**config.mk**
```make
export PLATFORM = sky130hd
export DESIGN_NAME = cpu_interrupt_response_unit
export DESIGN_NICKNAME = d
export VERILOG_FILES = /design/src/logic/irq_unit_pkg.sv /design/src/logic/cpu_interrupt_response_unit.sv
export VERILOG_INCLUDE_DIRS = /design/src /design/src/logic
export SDC_FILE = /design/constraint.sdc
export NUM_CORES = 1
export LEC_CHECK = 0
export BUFFER_PORTS_ARGS = -buffer_cell sky130_fd_sc_hd__buf_2
export CORE_MARGIN = 3
export CORE_UTILIZATION = 30
export DETAILED_ROUTE_END_ITERATION = 8
export GPL_TIMING_DRIVEN = 0
export PLACE_DENSITY = 0.46
export SYNTH_ARGS = -nofsm -noshare
export SYNTH_HDL_FRONTEND = slang
export SYNTH_SLANG_ARGS = --single-unit
```
**constraint.sdc**
```tcl
create_clock -name clk -period 3.49 [get_ports clk]
set_clock_uncertainty 0.2 [all_clocks]
set_input_delay 0.8725 -clock clk [delete_from_list [all_inputs] [get_ports clk]]
set_output_delay 0.8725 -clock clk [all_outputs]
set_load 0.03 [all_outputs]
```
**src/logic/irq_unit_map.svh**
```systemverilog
/*
  Constants for the interrupt response unit: restart addresses, mode codes, timing counts.
  Assumes inclusion by bare name from the logic folder.
*/
`ifndef IRQ_UNIT_MAP_SVH
`define IRQ_UNIT_MAP_SVH
`define NMI_RESTART_ADDR 16'h0066
`define MODE1_RESTART_ADDR 16'h0038
`define MODE_0 2'h0
`define MODE_1 2'h1
`define MODE_2 2'h2
`define ACK_WAIT_STATES 2'h2
`define CALL_OPCODE 8'hcd
`define REFRESH_LOW_MASK 8'h7f
`define VECTOR_BASE_RESET 8'h00
`define REFRESH_RESET 8'h00
`endif

```
**src/logic/irq_unit_pkg.sv**
```systemverilog
/*
  Types for the interrupt response unit.
  Assumes no imports; users reference names with the package scope.
*/
package irq_unit_pkg;
  typedef enum logic [5:0] {
    st_idle = 6'h01,
    st_ack = 6'h02,
    st_wait = 6'h04,
    st_call_lo = 6'h08,
    st_call_hi = 6'h10,
    st_table = 6'h20
  } phase_type;
endpackage

```
**src/logic/cpu_interrupt_response_unit.sv**
```systemverilog
/*
  Interrupt acceptance, acknowledge cycle, response modes, enable flops and vector/refresh regs.
  Assumes the core pulses instruction boundary, fetch and instruction-decode strobes and
  returns memory read data for the service-address fetches.
*/
// What the document requires
// [RULE_01] Non-maskable request is always accepted and wins over the maskable one; the code holds it off while bus hold request is active.
// [RULE_02] Maskable request acts only when enabled and bus hold request is inactive.
// [RULE_03] Both requests are sampled on the last clock of each instruction.
// [RULE_04] Accepted non-maskable request jumps to restart address 0066H.
// [RULE_05] Maskable acknowledge is an opcode fetch with io strobe, not memory strobe.
// [RULE_06] Acknowledge cycle is stretched by two wait states.
// [RULE_07] Three selectable maskable modes; non-maskable has one fixed response.
// [RULE_08] In mode 0 the peripheral drives an instruction, usually a restart.
// [RULE_09] Mode 0 call: one acknowledge cycle, then two memory reads for address.
// [RULE_10] Mode 1 behaves like non-maskable but vectors to 0038H.
// [RULE_11] Mode 2 pointer is vector base high byte and acknowledged byte low.
// [RULE_12] Mode 2 peripheral vector must have bit 0 clear.
// [RULE_13] Peripherals chain priority through enable-in to enable-out.
// [RULE_14] A peripheral holds enable-out low until its service ends.
// [RULE_15] Peripherals may share the maskable request line wired-OR.
// [RULE_16] Pending requests are held and served later in nested order.
// [RULE_17] Reset and disable instruction clear both enable flops.
// [RULE_18] Enable instruction sets both enable flops.
// [RULE_19] Non-maskable accept copies primary into secondary, then clears primary.
// [RULE_20] Return-from-nonmaskable restores primary from secondary.
// [RULE_21] Reading vector base or refresh copies secondary into parity flag.
// [RULE_22] Refresh low seven bits increment per fetch; all eight drive the address.
`timescale 1ns/1ps
`include "irq_unit_map.svh"
module cpu_interrupt_response_unit
(
  input wire logic clk,
  input wire logic rst_b,
  input wire logic nmi_request_b,
  input wire logic int_request_b,
  input wire logic bus_hold_request_b,
  input wire logic instr_last_clock,
  input wire logic fetch_done,
  input wire logic disable_instruction,
  input wire logic enable_instruction,
  input wire logic return_from_nonmaskable,
  input wire logic [1:0] set_mode,
  input wire logic set_mode_strobe,
  input wire logic vector_base_write,
  input wire logic refresh_write,
  input wire logic [7:0] write_data,
  input wire logic read_special,
  input wire logic [7:0] data_in,
  output logic opcode_fetch_cycle_b,
  output logic io_request_strobe_b,
  output logic memory_request_strobe_b,
  output logic [15:0] address_out,
  output logic refresh_phase,
  output logic [7:0] interrupt_vector_base,
  output logic [7:0] memory_refresh_counter,
  output logic primary_enable_flop,
  output logic secondary_enable_flop,
  output logic [1:0] response_mode_flops,
  output logic parity_flag,
  output logic parity_flag_valid,
  output logic [15:0] service_address,
  output logic service_valid,
  output logic [7:0] injected_opcode,
  output logic injected_valid,
  output logic busy
);
  typedef struct packed {
    irq_unit_pkg::phase_type phase;
    logic [1:0] wait_count;
    logic is_call;
    logic [7:0] ack_byte;
    logic [7:0] addr_lo;
    logic opcode_fetch_cycle_b;
    logic io_request_strobe_b;
    logic memory_request_strobe_b;
    logic [15:0] address_out;
    logic refresh_phase;
    logic [7:0] interrupt_vector_base;
    logic [7:0] memory_refresh_counter;
    logic primary_enable_flop;
    logic secondary_enable_flop;
    logic [1:0] response_mode_flops;
    logic parity_flag;
    logic parity_flag_valid;
    logic [15:0] service_address;
    logic service_valid;
    logic [7:0] injected_opcode;
    logic injected_valid;
    logic busy;
  } state_type;

  state_type state;
  state_type next_state;
  logic rst_meta;
  logic rst_sync_b;

  function automatic logic [7:0] bump_refresh(input logic [7:0] value);
    bump_refresh = {value[7], 7'(value[6:0] + 7'h01)};
  endfunction

  always_ff @(posedge clk or negedge rst_b)
  begin
    if (!rst_b)
    begin
      rst_meta <= 1'b0;
      rst_sync_b <= 1'b0;
    end
    else
    begin
      rst_meta <= 1'b1;
      rst_sync_b <= rst_meta;
    end
  end

  always_comb
  begin
    next_state = state;
    next_state.service_valid = 1'b0;
    next_state.injected_valid = 1'b0;
    next_state.parity_flag_valid = 1'b0;
    next_state.refresh_phase = 1'b0;
    next_state.opcode_fetch_cycle_b = 1'b1;
    next_state.io_request_strobe_b = 1'b1;
    next_state.memory_request_strobe_b = 1'b1;
    if (fetch_done)
    begin
      // Refresh slot follows every opcode fetch
      next_state.memory_refresh_counter = bump_refresh(state.memory_refresh_counter); // [RULE_22]
      next_state.refresh_phase = 1'b1;
      next_state.address_out = {state.interrupt_vector_base, state.memory_refresh_counter}; // [RULE_22]
    end
    if (vector_base_write)
      next_state.interrupt_vector_base = write_data;
    if (refresh_write)
      next_state.memory_refresh_counter = write_data;
    if (read_special)
    begin
      next_state.parity_flag = state.secondary_enable_flop; // [RULE_21]
      next_state.parity_flag_valid = 1'b1;
    end
    if (set_mode_strobe && set_mode != 2'h3)
      next_state.response_mode_flops = set_mode; // [RULE_07]
    if (disable_instruction)
    begin
      next_state.primary_enable_flop = 1'b0; // [RULE_17]
      next_state.secondary_enable_flop = 1'b0; // [RULE_17]
    end
    else if (enable_instruction)
    begin
      next_state.primary_enable_flop = 1'b1; // [RULE_18]
      next_state.secondary_enable_flop = 1'b1; // [RULE_18]
    end
    else if (return_from_nonmaskable)
      next_state.primary_enable_flop = state.secondary_enable_flop; // [RULE_20]
    case (state.phase)
      irq_unit_pkg::st_idle:
      begin
        // Request lines are levels, so an unserved request stays pending
        if (instr_last_clock && bus_hold_request_b) // [RULE_03] [RULE_16]
        begin
          if (!nmi_request_b) // [RULE_01]
          begin
            next_state.secondary_enable_flop = state.primary_enable_flop; // [RULE_19]
            next_state.primary_enable_flop = 1'b0; // [RULE_19]
            next_state.service_address = `NMI_RESTART_ADDR; // [RULE_04]
            next_state.service_valid = 1'b1;
          end
          else if (!int_request_b && state.primary_enable_flop) // [RULE_02] [RULE_15]
          begin
            next_state.primary_enable_flop = 1'b0;
            next_state.secondary_enable_flop = 1'b0;
            if (state.response_mode_flops == `MODE_1)
            begin
              next_state.service_address = `MODE1_RESTART_ADDR; // [RULE_10]
              next_state.service_valid = 1'b1;
            end
            else
            begin
              next_state.phase = irq_unit_pkg::st_ack;
              next_state.opcode_fetch_cycle_b = 1'b0;
            end
          end
        end
      end
      irq_unit_pkg::st_ack:
      begin
        next_state.opcode_fetch_cycle_b = 1'b0; // [RULE_05]
        next_state.io_request_strobe_b = 1'b0; // [RULE_05]
        next_state.wait_count = 2'h0;
        next_state.phase = irq_unit_pkg::st_wait;
      end
      irq_unit_pkg::st_wait:
      begin
        next_state.opcode_fetch_cycle_b = 1'b0;
        next_state.io_request_strobe_b = 1'b0;
        next_state.wait_count = 2'(state.wait_count + 2'h1);
        if (state.wait_count == `ACK_WAIT_STATES) // [RULE_06]
        begin
          next_state.opcode_fetch_cycle_b = 1'b1;
          next_state.io_request_strobe_b = 1'b1;
          next_state.ack_byte = data_in;
          if (state.response_mode_flops == `MODE_2)
          begin
            next_state.address_out = {state.interrupt_vector_base, data_in}; // [RULE_11] [RULE_12]
            next_state.memory_request_strobe_b = 1'b0;
            next_state.phase = irq_unit_pkg::st_table;
          end
          else if (data_in == `CALL_OPCODE) // [RULE_08]
          begin
            next_state.is_call = 1'b1;
            next_state.memory_request_strobe_b = 1'b0; // [RULE_09]
            next_state.phase = irq_unit_pkg::st_call_lo;
          end
          else
          begin
            next_state.injected_opcode = data_in; // [RULE_08]
            next_state.injected_valid = 1'b1;
            next_state.phase = irq_unit_pkg::st_idle;
          end
        end
      end
      irq_unit_pkg::st_call_lo, irq_unit_pkg::st_table:
      begin
        next_state.addr_lo = data_in;
        next_state.memory_request_strobe_b = 1'b0;
        next_state.address_out = 16'(state.address_out + 16'h0001);
        next_state.phase = irq_unit_pkg::st_call_hi;
      end
      irq_unit_pkg::st_call_hi:
      begin
        next_state.service_address = {data_in, state.addr_lo}; // [RULE_09] [RULE_11]
        next_state.service_valid = 1'b1;
        next_state.is_call = 1'b0;
        next_state.phase = irq_unit_pkg::st_idle;
      end
      default:
        next_state.phase = irq_unit_pkg::st_idle;
    endcase
    next_state.busy = next_state.phase != irq_unit_pkg::st_idle;
  end

  always_ff @(posedge clk or negedge rst_sync_b)
  begin
    if (!rst_sync_b)
    begin
      state <= '0;
      state.phase <= irq_unit_pkg::st_idle;
      state.opcode_fetch_cycle_b <= 1'b1;
      state.io_request_strobe_b <= 1'b1;
      state.memory_request_strobe_b <= 1'b1;
      state.interrupt_vector_base <= `VECTOR_BASE_RESET;
      state.memory_refresh_counter <= `REFRESH_RESET;
      state.primary_enable_flop <= 1'b0; // [RULE_17]
      state.secondary_enable_flop <= 1'b0; // [RULE_17]
      state.response_mode_flops <= `MODE_0;
    end
    else
      state <= next_state;
  end

  assign opcode_fetch_cycle_b = state.opcode_fetch_cycle_b;
  assign io_request_strobe_b = state.io_request_strobe_b;
  assign memory_request_strobe_b = state.memory_request_strobe_b;
  assign address_out = state.address_out;
  assign refresh_phase = state.refresh_phase;
  assign interrupt_vector_base = state.interrupt_vector_base;
  assign memory_refresh_counter = state.memory_refresh_counter;
  assign primary_enable_flop = state.primary_enable_flop;
  assign secondary_enable_flop = state.secondary_enable_flop;
  assign response_mode_flops = state.response_mode_flops;
  assign parity_flag = state.parity_flag;
  assign parity_flag_valid = state.parity_flag_valid;
  assign service_address = state.service_address;
  assign service_valid = state.service_valid;
  assign injected_opcode = state.injected_opcode;
  assign injected_valid = state.injected_valid;
  assign busy = state.busy;

  a_nmi_vector: assert property (@(posedge clk) disable iff (!rst_sync_b) // [RULE_04]
    (state.phase == irq_unit_pkg::st_idle && instr_last_clock && bus_hold_request_b
      && !nmi_request_b) |=> (service_valid && service_address == 16'h0066))
    else $error("nmi restart address wrong");
  a_nmi_flops: assert property (@(posedge clk) disable iff (!rst_sync_b) // [RULE_19]
    (state.phase == irq_unit_pkg::st_idle && instr_last_clock && bus_hold_request_b
      && !nmi_request_b && !disable_instruction && !enable_instruction)
      |=> (!primary_enable_flop && secondary_enable_flop == $past(primary_enable_flop)))
    else $error("nmi enable flop copy wrong");
  a_masked_int: assert property (@(posedge clk) disable iff (!rst_sync_b) // [RULE_02]
    (state.phase == irq_unit_pkg::st_idle && nmi_request_b && !primary_enable_flop)
      |=> !service_valid && !busy)
    else $error("masked request was served");
  a_bus_hold_request_block: assert property (@(posedge clk) disable iff (!rst_sync_b) // [RULE_02]
    (state.phase == irq_unit_pkg::st_idle && !bus_hold_request_b) |=> !service_valid && !busy)
    else $error("request served during bus hold");
  a_ack_strobes: assert property (@(posedge clk) disable iff (!rst_sync_b) // [RULE_05]
    $rose(busy) |=> (!io_request_strobe_b && memory_request_strobe_b && !opcode_fetch_cycle_b)
      [*3] ##1 io_request_strobe_b)
    else $error("acknowledge strobes wrong");
  a_mode1_vector: assert property (@(posedge clk) disable iff (!rst_sync_b) // [RULE_10]
    (state.phase == irq_unit_pkg::st_idle && instr_last_clock && bus_hold_request_b
      && nmi_request_b && !int_request_b && primary_enable_flop && response_mode_flops == 2'h1)
      |=> service_valid && service_address == 16'h0038)
    else $error("mode 1 vector wrong");
  a_enable_set: assert property (@(posedge clk) disable iff (!rst_sync_b) // [RULE_18]
    (enable_instruction && !disable_instruction && !instr_last_clock)
      |=> primary_enable_flop && secondary_enable_flop)
    else $error("enable instruction failed");
  a_disable_clear: assert property (@(posedge clk) disable iff (!rst_sync_b) // [RULE_17]
    disable_instruction |=> !primary_enable_flop && !secondary_enable_flop)
    else $error("disable instruction failed");
  a_refresh_step: assert property (@(posedge clk) disable iff (!rst_sync_b) // [RULE_22]
    (fetch_done && !refresh_write) |=> memory_refresh_counter[6:0]
      == 7'($past(memory_refresh_counter[6:0]) + 7'h01)
      && memory_refresh_counter[7] == $past(memory_refresh_counter[7]))
    else $error("refresh step wrong");
  a_parity_copy: assert property (@(posedge clk) disable iff (!rst_sync_b) // [RULE_21]
    read_special |=> parity_flag_valid && parity_flag == $past(secondary_enable_flop))
    else $error("parity copy wrong");
  c_nmi: cover property (@(posedge clk) disable iff (!rst_sync_b)
    service_valid && service_address == 16'h0066);
  c_mode2: cover property (@(posedge clk) disable iff (!rst_sync_b)
    state.phase == irq_unit_pkg::st_table);
  c_call: cover property (@(posedge clk) disable iff (!rst_sync_b)
    state.phase == irq_unit_pkg::st_call_hi);
  c_inject: cover property (@(posedge clk) disable iff (!rst_sync_b) injected_valid);
  c_mode1: cover property (@(posedge clk) disable iff (!rst_sync_b)
    service_valid && service_address == `MODE1_RESTART_ADDR);
  a_return_from_nonmaskable_restore: assert property (@(posedge clk) disable iff (!rst_sync_b) // [RULE_20]
    (return_from_nonmaskable && !disable_instruction && !enable_instruction
      && !instr_last_clock) |=> primary_enable_flop == $past(secondary_enable_flop))
    else $error("return did not restore enable");
  a_table_addr: assert property (@(posedge clk) disable iff (!rst_sync_b) // [RULE_11]
    (state.phase == irq_unit_pkg::st_wait && state.wait_count == `ACK_WAIT_STATES
      && state.response_mode_flops == `MODE_2)
      |=> !memory_request_strobe_b && address_out == {interrupt_vector_base, $past(data_in)})
    else $error("vector table address wrong");
  a_call_reads: assert property (@(posedge clk) disable iff (!rst_sync_b) // [RULE_09]
    state.phase == irq_unit_pkg::st_call_lo |-> !memory_request_strobe_b
      ##1 !memory_request_strobe_b ##1 (memory_request_strobe_b && service_valid))
    else $error("call address reads wrong");
  a_io_only_ack: assert property (@(posedge clk) disable iff (!rst_sync_b) // [RULE_05]
    !io_request_strobe_b |-> memory_request_strobe_b && !opcode_fetch_cycle_b)
    else $error("io strobe outside acknowledge");
endmodule

```
==> metrics.md <==
| Metric | Value |
|---|---|
| Status | `finished, final reports clean` |
| Gate power share | `25.5%` |
| Max Freq | `0.366 GHz` |
| CP Data Required Time | `3.55 ns` |
| First-pass GRT wire length | `18,800 um` |
| Via Count | `3,498` |
| Gate Count Post-Synth | `423` |
| FF-to-FF End | `address_out[7]$_DFF_PN0_` |
| Seq/Total Area, Yosys | `48.9%` |
| H-tree Lvls | `3` |
| Post-synth EDFFs | `0` |
| Path depth of the worst reg2reg path | `7` |
| Pre-antenna DRT Iters | `4` |
| Clk pin slew, worst setup/hold paths | `0.07 ns` |
| Sw frac | `32.9%` |
| Int Pwr | `1.92 mW` |
| Slowest CP cell | `nor4_1` |
| Asr flop ratio synth | `100%` |
| Top Layer Used | `met4` |
| Most area-consuming cells after synthesis | `dfrtp_1, buf_4, nand2_1` |
| Seq cells post-synth | `87` |
| Core box area | `14,200 sq um` |
| Most common cell after layout, fill and taps aside | `buf_2` |
| Met2 routed WL | `4960 um` |
| Clock share of power | `31.4%` |
| Initial antenna violation count | `0` |
| Vias/cell | `4.87` |
| Share of cells above drive strength 1 | `38.3%` |
| Largest net degree at the start of global routing | `53` |
| CP endpoint kind | `flip-flop` |
| Slew HR | `41.2%` |
| Hold Crit Class | `reg -> async` |
| Area added between synthesis and finish | `22.8%` |
| Wire length on met3 | `765 um` |
| Final Net Count | `569` |
| Hold buffers post-CTS | `0` |
| Max cap viols | `0` |
| Area share of the largest cell type after synthesis | `46.5%` |
| Power Density | `521 nW/um^2` |
| Remaining antenna violation count | `0` |
| Worst-case clock buffer depth | `2` |
| CTS tree | `done` |
| Diodes inserted | `0` |
| Post-Syn Nets | `458` |
| Initial DRC count | `159` |
| Fin util | `38.6%` |
| CTS resizes | `0` |
| Number of port buffers | `99` |
| Cell area after synthesis | `4470 sq um` |
| Post-CTS setup buffer count | `0` |
| Final WL | `11,400 um` |
| Kind of critical path | `reg -> reg` |
| I/O pin cnt | `101` |
| Die area | `16,400 sq um` |
| Final Cycle Share | `78.3%` |
| Slowest stage delay, CP | `0.63 ns` |
| Startpoint Class | `flip-flop` |
| CTS Buf Count | `9` |
| Worst-path cell chain | `nor4_1, nand2_1, inv_1, buf_2, buf_1, o21ai_0, o211ai_1` |
| Detailed Place HPWL | `8420 um` |
| Routability cong. | `0.839` |
| CP bufs+invs | `3` |
| YS warnings | `0` |
| CP arrival | `2.79 ns` |
| Cell accounting for the most synthesized area | `dfrtp_1` |
| Row cnt | `43` |
| DRC viols | `0` |
| Clk root buf | `clkbuf_16` |
| DRT met1 WL | `5580 um` |
| Clk_lat worst skew | `0.34 ns` |
| Worst R2R Start | `state[90]$_DFF_PN0_` |
| Maximum fanout along the worst path | `10` |
| Static Leak | `2.61 nW` |
| Wire per inst | `15.9 um` |
| Filler Cells Inserted | `1,452` |
| RSZ-0062 raised after global routing | `no` |
| Yosys cell types | `53` |
| Commonest cells after routing, fill and taps aside | `buf_2, dfrtp_1, buf_4` |
| Setup slack, reg-to-reg | `0.76 ns` |
| Seq pwr share | `43.1%` |
| Final setup fails | `0` |
| Final Hold Viols | `0` |
| Largest delay share family, worst path | `buffers and inverters` |
| Clock sink total | `87` |
| Tightest Pin Transition | `0.875 ns` |
| Syn Area/Cell | `10.6 sq um` |
| Die height | `128 um` |
| Max VDD drop | `237 uV` |
| Tmin final | `2.73 ns` |
| Ys flop type | `dfrtp_1` |
| Setup TNS | `0 ns` |
| GRT overflow | `0` |
| Slew Limit Fails | `0` |
| Sw Pwr | `0.941 mW` |
| Horiz. Die Dim | `128 um` |
| Gr usage total | `14.7%` |
| Initial Util | `31.4%` |
| Vias in the first global route | `3,472` |
cells in the mapped netlist, types with 5 or more instances:
cell,count
nor2_1,10
a22o_1,12
o21ai_0,19
nor3_1,12
clkbuf_1,10
nand4_1,7
nor4_1,9
mux2_2,11
a221o_1,11
mux2_4,7
inv_1,8
nand3_1,8
mux2i_1,11
buf_4,59
xor2_1,7
nand2_1,54
dfrtp_1,83
o2bb2ai_1,5
nand2b_1,7
how the worst max path moves through the flow:
| stage | start | to | slack, ns | depth (start not counted) |
|---|---|---|---|---|
| after floorplan | rst_sync_b$_DFF_PN0_ | address_out[0]$_DFF_PN0_ | 0.69 | 0 |
| after global placement | rst_sync_b$_DFF_PN0_ | injected_opcode[6]$_DFFE_PN0P_ | -0.54 | 0 |
| after detailed placement | state[90]$_DFF_PN0_ | address_out[7]$_DFF_PN0_ | 0.74 | 7 |
| after CTS | state[88]$_DFF_PN1_ | address_out[7]$_DFF_PN0_ | 0.70 | 8 |
| after global routing | state[88]$_DFF_PN1_ | address_out[7]$_DFF_PN0_ | 0.49 | 8 |
| final | state[90]$_DFF_PN0_ | address_out[7]$_DFF_PN0_ | 0.76 | 7 |
state kept, by name, summed over array words and instances, names as in the netlist:
signal	flops
io_request_strobe_b	1
opcode_fetch_cycle_b	1
memory_request_strobe_b	1
rst_sync_b	1
interrupt_vector_base	8
address_out	16
response_mode_flops	2
busy	1
service_address	16
secondary_enable_flop	1
parity_flag_valid	1
memory_refresh_counter	8
refresh_phase	1
parity_flag	1
injected_opcode	8
primary_enable_flop	1
injected_valid	1
rst_meta	1
state	16
service_valid	1
worst register-to-register path: stages (launching register included):
cell and delay (ns):
dfrtp_1 0.43, nor4_1 0.63, nand2_1 0.18, inv_1 0.20, buf_2 0.28, buf_1 0.43, o21ai_0 0.18, o211ai_1 0.13
through the flow:
stage,worst slack (ns),power (mW),std cells,hold WS (ns),area [sq um]
4_1_cts,0.702,2.91,718,0.0845,5490
2_1_floorplan,0.694,1.77,423,0.131,4470
3_3_place_gp,-0.539,1.98,702,0.139,5190
6_report,0.757,2.86,718,0.0969,5490
5_1_grt,0.491,3.03,718,0.0807,5490
3_5_place_dp,0.736,1.99,703,0.117,5220
power by group through the flow:
stage / combinational [mW] / sequential (mW) / clock (mW)
finish: 0.730 / 1.23 / 0.896
global route: 0.800 / 1.25 / 0.980
CTS: 0.741 / 1.23 / 0.936
detailed placement: 0.739 / 1.25 / 0
global placement: 0.717 / 1.26 / 0
floorplan: 0.522 / 1.25 / 0
cells by family (layout without fill, tap and decap cells):
kind of cell	after synthesis	after routing	synth area share [%]
AOI/OAI and AO/OA	77	77	12.9
xor gates and xnor gates	11	11	2.16
adders and majority gates	3	3	0.840
buffers and inverters	84	199	12.4
DFF	87	87	48.9
muxes	29	29	7.59
other	1	1	0.0840
and+or+nand+nor	131	131	15.1
final cells by class:
type                    instances  area (sq um)  area share [%]
clock inverters                 3          20.0           0.365
well taps                     180           225            4.11
flip-flops and latches         87          2190            39.8
multi-input cells             252          1730            31.5
plain buffers                  76           526            9.58
clock buffers                  12           246            4.49
inverters                       8          30.0           0.547
repair buffers                100           523            9.53
metal layers:
metal / vias to the layer above / GRT usage [%]
met5: - / 0
met4: 0 / 3.81
met2: 105 / 21.5
li1: 1683 / -
met1: 1701 / 21.4
met3: 9 / 4.21
No activity file was read; power rests on OpenSTA's default activity.
